File: src/logic/exec_pkg.sv
package exec_pkg;

	// ----------------------------------------
	// Widths
	// ----------------------------------------
	localparam int DATA_W   = 8;
	localparam int PC_W     = 16;
	localparam int OFFSET_W = 7;
	localparam int BITSEL_W = 3;
	localparam int CNT_W    = 2;

	// ----------------------------------------
	// Status register bit positions
	// ----------------------------------------
	localparam int FLAG_C = 0;
	localparam int FLAG_Z = 1;
	localparam int FLAG_N = 2;
	localparam int FLAG_V = 3;
	localparam int FLAG_S = 4;
	localparam int FLAG_H = 5;
	localparam int FLAG_T = 6;
	localparam int FLAG_I = 7;

	localparam logic [7:0] STATUS_RESET = 8'h00;

	// ----------------------------------------
	// Clock counts per operation
	// ----------------------------------------
	localparam logic [1:0] CYC_ALU        = 2'h1;
	localparam logic [1:0] CYC_WORD       = 2'h2;
	localparam logic [1:0] CYC_JUMP       = 2'h2;
	localparam logic [1:0] CYC_CALL       = 2'h3;
	localparam logic [1:0] CYC_NO_SKIP    = 2'h1;
	localparam logic [1:0] CYC_SKIP_SHORT = 2'h2;
	localparam logic [1:0] CYC_SKIP_LONG  = 2'h3;
	localparam logic [1:0] CYC_BR_NOT     = 2'h1;
	localparam logic [1:0] CYC_BR_TAKEN   = 2'h2;

	// ----------------------------------------
	// Program counter steps
	// ----------------------------------------
	localparam logic [15:0] PC_STEP       = 16'h0001;
	localparam logic [15:0] PC_SKIP_SHORT = 16'h0002;
	localparam logic [15:0] PC_SKIP_LONG  = 16'h0003;

	// ----------------------------------------
	// Operations
	// ----------------------------------------
	typedef enum logic [4:0] {
		OP_ADD, OP_ADD_CARRY, OP_ADD_IMM_WORD,
		OP_SUB, OP_SUB_CONST, OP_SUB_BORROW, OP_SUB_CONST_BORROW, OP_SUB_IMM_WORD,
		OP_AND, OP_AND_CONST, OP_OR, OP_OR_CONST, OP_XOR,
		OP_SET_BITS, OP_CLEAR_BITS, OP_TEST,
		OP_JUMP_PTR, OP_CALL_PTR, OP_CMP_SKIP_EQ,
		OP_CMP, OP_CMP_BORROW, OP_CMP_IMM,
		OP_SKIP_REG_CLEAR, OP_SKIP_REG_SET, OP_SKIP_IO_CLEAR, OP_SKIP_IO_SET,
		OP_BR_FLAG_SET, OP_BR_FLAG_CLEAR
	} op_t;

	// Decoded instruction with its operands
	typedef struct packed {
		op_t                 op;
		logic [DATA_W-1:0]   dst;
		logic [DATA_W-1:0]   src;
		logic [PC_W-1:0]     word;
		logic [PC_W-1:0]     ptr;
		logic [DATA_W-1:0]   io_val;
		logic [BITSEL_W-1:0] bit_sel;
		logic [OFFSET_W-1:0] offset;
		logic [PC_W-1:0]     pc;
		logic                next_two_word;
	} exec_req_t;

	// Outcome handed back to the core
	typedef struct packed {
		logic              dst_we;
		logic [DATA_W-1:0] dst_data;
		logic              word_we;
		logic [PC_W-1:0]   word_data;
		logic [PC_W-1:0]   pc_next;
		logic              push_en;
		logic [PC_W-1:0]   push_addr;
	} exec_res_t;

endpackage

File: src/logic/byte_add_sub.sv
`timescale 1ns/10ps
// Byte adder and subtractor with carry in and flag outputs
module byte_add_sub (
	input  wire logic [7:0] a,
	input  wire logic [7:0] b,
	input  wire logic       cin,
	input  wire logic       subtract,
	output logic [7:0]      r,
	output logic            c,
	output logic            h,
	output logic            v,
	output logic            z
);

	logic [8:0] full;
	logic [4:0] nib;

	// Borrow for subtraction shows as the ninth bit
	assign full = subtract ? ({1'b0, a} - {1'b0, b} - {8'h00, cin})
	                       : ({1'b0, a} + {1'b0, b} + {8'h00, cin});
	assign nib  = subtract ? ({1'b0, a[3:0]} - {1'b0, b[3:0]} - {4'h0, cin})
	                       : ({1'b0, a[3:0]} + {1'b0, b[3:0]} + {4'h0, cin});
	assign r    = full[7:0];
	assign c    = full[8];
	assign h    = nib[4];

	// Signed overflow differs for add and subtract
	assign v = subtract ? ((a[7] != b[7]) && (r[7] != a[7]))
	                    : ((a[7] == b[7]) && (r[7] != a[7]));
	assign z = (r == 8'h00);

endmodule

File: src/logic/exec_unit.sv
`timescale 1ns/10ps
module exec_unit (
	input  wire logic                sys_clk,
	input  wire logic                rst,
	input  wire logic                start,
	input  wire exec_pkg::exec_req_t req,
	output logic                     ready,
	output logic                     done,
	output exec_pkg::exec_res_t      res,
	output logic [7:0]               status_register
);

	typedef enum logic {ST_IDLE, ST_BUSY} state_t;

	state_t                   state_reg;
	logic [exec_pkg::CNT_W-1:0] cnt_reg;
	logic                     done_reg;
	exec_pkg::exec_res_t      res_reg;
	exec_pkg::exec_res_t      pend_reg;
	exec_pkg::exec_res_t      res_fin;
	logic [7:0]               status_register_reg;
	logic [7:0]               status_register_pend_reg;
	logic [7:0]               status_register_take;
	logic [7:0]               status_register_word;
	logic                     word_op_reg;
	logic                     word_sub_reg;
	logic [7:0]               word_hi_reg;
	logic                     carry_reg;
	logic [7:0]               lo_res_reg;
	logic                     lo_zero_reg;
	logic [1:0]               cyc_take;
	exec_pkg::exec_res_t      res_take;

	// ----------------------------------------
	// Operation decode
	// ----------------------------------------
	wire exec_pkg::op_t op = req.op;
	wire is_word   = op inside {exec_pkg::OP_ADD_IMM_WORD, exec_pkg::OP_SUB_IMM_WORD};
	wire is_sub    = op inside {exec_pkg::OP_SUB, exec_pkg::OP_SUB_CONST, exec_pkg::OP_SUB_BORROW,
	                            exec_pkg::OP_SUB_CONST_BORROW, exec_pkg::OP_SUB_IMM_WORD,
	                            exec_pkg::OP_CMP, exec_pkg::OP_CMP_BORROW, exec_pkg::OP_CMP_IMM};
	wire use_carry = op inside {exec_pkg::OP_ADD_CARRY, exec_pkg::OP_SUB_BORROW,
	                            exec_pkg::OP_SUB_CONST_BORROW, exec_pkg::OP_CMP_BORROW};
	wire is_cmp    = op inside {exec_pkg::OP_CMP, exec_pkg::OP_CMP_BORROW, exec_pkg::OP_CMP_IMM};
	wire is_arith  = op inside {exec_pkg::OP_ADD, exec_pkg::OP_ADD_CARRY, exec_pkg::OP_SUB,
	                            exec_pkg::OP_SUB_CONST, exec_pkg::OP_SUB_BORROW,
	                            exec_pkg::OP_SUB_CONST_BORROW} || is_cmp;
	wire is_logic  = op inside {exec_pkg::OP_AND, exec_pkg::OP_AND_CONST, exec_pkg::OP_OR,
	                            exec_pkg::OP_OR_CONST, exec_pkg::OP_XOR, exec_pkg::OP_SET_BITS,
	                            exec_pkg::OP_CLEAR_BITS, exec_pkg::OP_TEST};
	wire is_skip   = op inside {exec_pkg::OP_CMP_SKIP_EQ, exec_pkg::OP_SKIP_REG_CLEAR,
	                            exec_pkg::OP_SKIP_REG_SET, exec_pkg::OP_SKIP_IO_CLEAR,
	                            exec_pkg::OP_SKIP_IO_SET};
	wire is_branch = op inside {exec_pkg::OP_BR_FLAG_SET, exec_pkg::OP_BR_FLAG_CLEAR};

	// ----------------------------------------
	// Bitwise results
	// ----------------------------------------
	wire [7:0] logic_res =
		(op inside {exec_pkg::OP_AND, exec_pkg::OP_AND_CONST}) ? (req.dst & req.src) :
		(op inside {exec_pkg::OP_OR, exec_pkg::OP_OR_CONST})   ? (req.dst | req.src) :
		(op == exec_pkg::OP_XOR)                               ? (req.dst ^ req.src) :
		(op == exec_pkg::OP_SET_BITS)                          ? (req.dst | req.src) :
		(op == exec_pkg::OP_CLEAR_BITS)                        ? (req.dst & ~req.src) :
		                                                         (req.dst & req.dst);

	// ----------------------------------------
	// Shared adder, low byte at take, high byte later
	// ----------------------------------------
	wire       hi_phase = (state_reg == ST_BUSY);
	wire [7:0] add_a    = hi_phase ? word_hi_reg : (is_word ? req.word[7:0] : req.dst);
	wire [7:0] add_b    = hi_phase ? 8'h00 : req.src;
	wire       add_cin  = hi_phase ? carry_reg : (use_carry & status_register_reg[exec_pkg::FLAG_C]);
	wire       add_sub  = hi_phase ? word_sub_reg : is_sub;
	wire [7:0] add_r;
	wire       add_c;
	wire       add_h;
	wire       add_v;
	wire       add_z;

	byte_add_sub u_add (
		.a        (add_a),
		.b        (add_b),
		.cin      (add_cin),
		.subtract (add_sub),
		.r        (add_r),
		.c        (add_c),
		.h        (add_h),
		.v        (add_v),
		.z        (add_z)
	);

	// ----------------------------------------
	// Skip and branch conditions
	// ----------------------------------------
	wire reg_bit = req.dst[req.bit_sel];
	wire io_bit  = req.io_val[req.bit_sel];
	wire skip_cond =
		(op == exec_pkg::OP_CMP_SKIP_EQ)    ? (req.dst == req.src) :
		(op == exec_pkg::OP_SKIP_REG_CLEAR) ? !reg_bit :
		(op == exec_pkg::OP_SKIP_REG_SET)   ? reg_bit :
		(op == exec_pkg::OP_SKIP_IO_CLEAR)  ? !io_bit :
		                                      io_bit;
	wire flag_bit = status_register_reg[req.bit_sel];
	wire br_taken = (op == exec_pkg::OP_BR_FLAG_SET) ? flag_bit : !flag_bit;

	// Offset sign extended, counted in words
	wire [15:0] offset_ext = {{(16 - exec_pkg::OFFSET_W){req.offset[exec_pkg::OFFSET_W-1]}}, req.offset};
	wire [15:0] pc_plus1   = req.pc + exec_pkg::PC_STEP;
	wire [15:0] pc_branch  = req.pc + offset_ext + exec_pkg::PC_STEP;
	wire [15:0] pc_skip    = req.pc + (req.next_two_word ? exec_pkg::PC_SKIP_LONG : exec_pkg::PC_SKIP_SHORT);

	// ----------------------------------------
	// Result, flags and clock count at take
	// ----------------------------------------
	always_comb begin
		res_take           = '0;
		res_take.pc_next   = pc_plus1;
		res_take.push_addr = pc_plus1;
		status_register_take          = status_register_reg;
		cyc_take           = exec_pkg::CYC_ALU;
		if (is_arith) begin
			res_take.dst_we               = !is_cmp;
			res_take.dst_data             = add_r;
			status_register_take[exec_pkg::FLAG_Z]   = add_z;
			status_register_take[exec_pkg::FLAG_C]   = add_c;
			status_register_take[exec_pkg::FLAG_N]   = add_r[7];
			status_register_take[exec_pkg::FLAG_V]   = add_v;
			status_register_take[exec_pkg::FLAG_H]   = add_h;
		end
		if (is_logic) begin
			res_take.dst_we               = (op != exec_pkg::OP_TEST);
			res_take.dst_data             = logic_res;
			status_register_take[exec_pkg::FLAG_Z]   = (logic_res == 8'h00);
			status_register_take[exec_pkg::FLAG_N]   = logic_res[7];
			status_register_take[exec_pkg::FLAG_V]   = 1'b0;
		end
		if (is_word) begin
			cyc_take = exec_pkg::CYC_WORD;
		end
		if (op == exec_pkg::OP_JUMP_PTR) begin
			res_take.pc_next = req.ptr;
			cyc_take         = exec_pkg::CYC_JUMP;
		end
		if (op == exec_pkg::OP_CALL_PTR) begin
			res_take.pc_next = req.ptr;
			res_take.push_en = 1'b1;
			cyc_take         = exec_pkg::CYC_CALL;
		end
		if (is_skip) begin
			res_take.pc_next = skip_cond ? pc_skip : pc_plus1;
			cyc_take         = !skip_cond ? exec_pkg::CYC_NO_SKIP :
			                   (req.next_two_word ? exec_pkg::CYC_SKIP_LONG : exec_pkg::CYC_SKIP_SHORT);
		end
		if (is_branch) begin
			res_take.pc_next = br_taken ? pc_branch : pc_plus1;
			cyc_take         = br_taken ? exec_pkg::CYC_BR_TAKEN : exec_pkg::CYC_BR_NOT;
		end
	end

	// ----------------------------------------
	// Word completion in the second clock
	// ----------------------------------------
	always_comb begin
		res_fin   = pend_reg;
		status_register_word = status_register_pend_reg;
		if (word_op_reg) begin
			res_fin.word_we              = 1'b1;
			res_fin.word_data            = {add_r, lo_res_reg};
			status_register_word[exec_pkg::FLAG_Z]  = add_z & lo_zero_reg;
			status_register_word[exec_pkg::FLAG_C]  = add_c;
			status_register_word[exec_pkg::FLAG_N]  = add_r[7];
			status_register_word[exec_pkg::FLAG_V]  = add_v;
			status_register_word[exec_pkg::FLAG_S]  = add_r[7] ^ add_v;
		end
	end

	// ----------------------------------------
	// Sequencer: take, count clocks, finish
	// ----------------------------------------
	always_ff @(posedge sys_clk or posedge rst) begin
		if (rst) begin
			state_reg     <= ST_IDLE;
			cnt_reg       <= '0;
			done_reg      <= 1'b0;
			res_reg       <= '0;
			pend_reg      <= '0;
			status_register_reg      <= exec_pkg::STATUS_RESET;
			status_register_pend_reg <= exec_pkg::STATUS_RESET;
			word_op_reg   <= 1'b0;
			word_sub_reg  <= 1'b0;
			word_hi_reg   <= 8'h00;
			carry_reg     <= 1'b0;
			lo_res_reg    <= 8'h00;
			lo_zero_reg   <= 1'b0;
		end else begin
			done_reg <= 1'b0;
			unique case (state_reg)
				ST_IDLE: begin
					if (start) begin
						word_op_reg   <= is_word;
						word_sub_reg  <= is_sub;
						word_hi_reg   <= req.word[15:8];
						carry_reg     <= add_c;
						lo_res_reg    <= add_r;
						lo_zero_reg   <= add_z;
						pend_reg      <= res_take;
						status_register_pend_reg <= status_register_take;
						if (cyc_take == exec_pkg::CYC_ALU) begin
							res_reg  <= res_take;
							status_register_reg <= status_register_take;
							done_reg <= 1'b1;
						end else begin
							state_reg <= ST_BUSY;
							cnt_reg   <= cyc_take - 2'h1;
						end
					end
				end
				ST_BUSY: begin
					cnt_reg <= cnt_reg - 2'h1;
					if (cnt_reg == 2'h1) begin
						state_reg <= ST_IDLE;
						res_reg   <= res_fin;
						status_register_reg  <= status_register_word;
						done_reg  <= 1'b1;
					end
				end
			endcase
		end
	end

	// ----------------------------------------
	// Outputs
	// ----------------------------------------
	assign ready           = (state_reg == ST_IDLE);
	assign done            = done_reg;
	assign res             = res_reg;
	assign status_register = status_register_reg;

endmodule

File: config.mk
export PLATFORM = sky130hd
export DESIGN_NAME = exec_unit
export DESIGN_NICKNAME = d
export VERILOG_FILES = /design/src/logic/exec_pkg.sv /design/src/logic/byte_add_sub.sv /design/src/logic/exec_unit.sv
export SDC_FILE = /design/constraint.sdc
export NUM_CORES = 1
export LEC_CHECK = 0
export BUFFER_PORTS_ARGS = -buffer_cell sky130_fd_sc_hd__buf_2
export CORE_MARGIN = 1
export CORE_UTILIZATION = 34
export DETAILED_ROUTE_END_ITERATION = 8
export PLACE_DENSITY = 0.6
export SYNTH_ARGS = -nofsm -noshare
export SYNTH_HDL_FRONTEND = slang
export SYNTH_HIERARCHICAL = 1
export SYNTH_SLANG_ARGS = --single-unit
File: constraint.sdc
create_clock -name sys_clk -period 7.3 [get_ports sys_clk]
set_input_delay 2.19 -clock sys_clk [delete_from_list [all_inputs] [get_ports sys_clk]]
set_output_delay 2.19 -clock sys_clk [all_outputs]
set_load 0.05 [all_outputs]
==> flow_metrics.env <==
export IMPL_outcome="finished, final reports clean"
export IMPL_max_slew_margin_pct=30.0
export IMPL_viasPerCell=5.37
export IMPL_overflow=0
export IMPL_syn_nets=1361
export IMPL_critPathMaxStageDelay_ns=0.74
export IMPL_post_drt_wl_per_cell_microns=18.8
export IMPL_ys_warn_count=6
export IMPL_whs_path_depth=2
export IMPL_dp_cells=1696
export IMPL_seq_area_frac_synth_pct=35.1
export IMPL_hold_start="pend_reg[29]"
export IMPL_arrival_ns=7.00
export IMPL_yosysTopAreaCell="dfrtp_1"
export IMPL_coreArea_sq_um=28900
export IMPL_io_pins=160
export IMPL_initial_core_util_pct=34.8
export IMPL_die_area_sq_um=30200
export IMPL_h_tree_depth=4
export IMPL_syn2layout_area_growth_pct=17.4
export IMPL_die_y_microns=174
export IMPL_ant_nets=0
export IMPL_powerDensity_nw_per_um2=401
export IMPL_design_area_sq_um=11800
export IMPL_crit_required_ns=7.65
export IMPL_grt_total_usage_pct=21.9
export IMPL_ctsHoldBuffers=0
export IMPL_synth_edf_count=0
export IMPL_place_gp_congestion=0.885
export IMPL_clock_sinks=141
export IMPL_grt_pass1_vias=9005
export IMPL_clockRootBuffer="clkbuf_16"
export IMPL_syn_area_per_cell_sq_um=8.33
export IMPL_setup_viol=0
export IMPL_critPathLaunchType="input pin"
export IMPL_grt_pass1_wl_microns=51600
export IMPL_final_period_utilization_pct=91.1
export IMPL_cts_resized_gates=0
export IMPL_r2r_end="status_register[1]"
export IMPL_yosysTopAreaCellShare_pct=35.1
export IMPL_final_common_cell="nand2_1"
export IMPL_tightest_slew_ns=1.04
export IMPL_port_buffers=159
export IMPL_antenna_found_initial=0
export IMPL_skew_ns=0.0214
export IMPL_critical_path_endpoint_type="register"
export IMPL_stdcell_count=1728
export IMPL_place_area_sq_um=11200
export IMPL_drc=0
export IMPL_rsz0062_at_grt="no"
export IMPL_cts_made_buffers=17
export IMPL_synthArstFlopShare_pct=100
export IMPL_reg2reg_from="hi_phase"
export IMPL_firstDrtPassIters=6
export IMPL_cts_tree="built"
export IMPL_hold_path_end="pend_reg[29]"
export IMPL_ys_ff_latch=141
export IMPL_synth_top_flop_cell="dfrtp_1"
export IMPL_drive_gt1_share_pct=18.5
export IMPL_nNetsFinal=1485
export IMPL_fp_dieW_microns=174
export IMPL_post_cts_buffers=0
export IMPL_maxCapViolCount=0
export IMPL_clock_path_buffers=2
export IMPL_synthTopCellsByArea="dfrtp_1 (35%), nand2_1 (8.2%), ha_1 (7.2%), o21ai_0 (4.9%), a21oi_1 (4.4%)"
export IMPL_period_needed_ns=6.65
export IMPL_rows=62
export IMPL_path_max_fanout=19
export IMPL_r2r_cells=15
export IMPL_vias=9286
export IMPL_crit_type="input pin to register"
export IMPL_diodes=0
export IMPL_max_freq_mhz=150
export IMPL_hold_violations=0
export IMPL_largest_register_ffs=59
export IMPL_max_vdd_ir_drop_uv=204
export IMPL_reg2reg_slack_ns=2.44
export IMPL_syn_cell_area_sq_um=10000
export IMPL_ys_types=88
export IMPL_cp_slowest_cell="a2111oi_0"
export IMPL_syn_inst=1207
export IMPL_wirelength_microns=32500
export IMPL_clkTransAtPathRegs_ns=0.07
export IMPL_p_leak_nw=5.56
export IMPL_clock_latency_ns=0.44
export IMPL_worstPathCellList="buf_2 > nor2b_1 > nor4_2 > buf_4 > mux2i_1 > o21ai_0 > ha_1 > nor2_1 > a2111oi_0 > o22ai_2 > xnor2_1 > mux2_4 > nor4_2 > nand3_1 > o2111ai_1 > o21ai_0 > a21oi_1"
export IMPL_final_cell_mix="nand2_1 (218), buf_2 (159), dfrtp_1 (140)"
export IMPL_tns_ns=0
export IMPL_hold_path_class="register to register"
export IMPL_slew_violations=0
export IMPL_post_dp_hpwl_microns=24300
export IMPL_grt_max_degree=73
export IMPL_dr_first_iter_drc_count=725
cells in the mapped netlist, drive strengths merged (18+ instances only):
cell / number
nand2: 220
dfrtp: 141
o21ai: 107
nor2: 93
a21oi: 90
inv: 59
ha: 58
clkbuf: 52
mux2i: 38
xnor2: 30
xor2: 20
a22o: 19
nand2b: 18
logic make-up (layout without fill, tap and decap cells):
family / count (synthesis) / after routing / synth area share (%)
xor gates and xnor gates: 50 / 50 / 4.36
adders and majority gates: 63 / 63 / 8.22
DFF: 141 / 141 / 35.1
and+or+nand+nor: 442 / 442 / 19.9
muxes: 57 / 57 / 6.51
AOI/OAI and AO/OA: 326 / 326 / 20.6
buffers and inverters: 128 / 265 / 5.27
routing by layer:
metal	GRT usage (%)	vias to the layer above	share of wire (%)
li1	-	4498	-
met1	29.9	4460	46
met2	35.4	289	47
met3	3.85	39	5.7
met4	6.58	0	2.1
met5	0	-	0
how the worst max path moves through the flow:
stage / cells past startpoint / slack (ns) / from / endpoint
2_1_floorplan: 19 / 0.86 / req[85] / status_register_pend_reg[1]
3_3_place_gp: 17 / 0.41 / req[85] / status_register[1]
3_5_place_dp: 16 / 0.37 / req[85] / status_register_pend_reg[1]
4_1_cts: 17 / 0.80 / req[85] / status_register[1]
5_1_grt: 17 / 0.22 / req[84] / status_register[1]
6_report: 17 / 0.65 / req[85] / status_register[1]
final cells by class:
| cell class | count | area, sq um |
|---|---|---|
| Clock inverter | 15 | 189 |
| Clock buffer | 17 | 425 |
| Fill cell | 2964 | 17100 |
| Timing Repair Buffer | 174 | 921 |
| Inverter | 59 | 226 |
| Tap cell | 384 | 480 |
| Sequential cell | 141 | 3530 |
| Multi-Input combinational cell | 938 | 6020 |
worst max-delay path: cells and delay by family:
family,cells,cell delay [ns]
XOR/XNOR,1,0.17
buffers and inverters,2,0.65
adder cells (fa/ha/maj),1,0.26
multiplexers,2,0.41
AO/OA/AOI/OAI,6,2.04
AND/OR/NAND/NOR,5,1.26
report_power, final:
part	internal (W)	switching (W)	leakage (nW)
logic	0.000799	0.00172	3.51
registers	0.00109	0.000221	1.75
clock network	0.000467	0.000432	0.299
total	0.00236	0.00237	5.56
per-stage QoR:
| step | hold WS (ns) | total power, W | worst slack [ns] | utilization [%] |
|---|---|---|---|---|
| floorplan | 0.440 | 0.00313 | 0.865 | - |
| global placement | 0.455 | 0.00382 | 0.412 | 38.7 |
| detailed placement | 0.457 | 0.00385 | 0.371 | 38.7 |
| CTS | 0.473 | 0.00476 | 0.799 | 40.9 |
| global route | 0.491 | 0.00507 | 0.225 | 40.9 |
| finish | 0.472 | 0.00473 | 0.651 | 40.9 |
(Power assumes the default switching activity.)
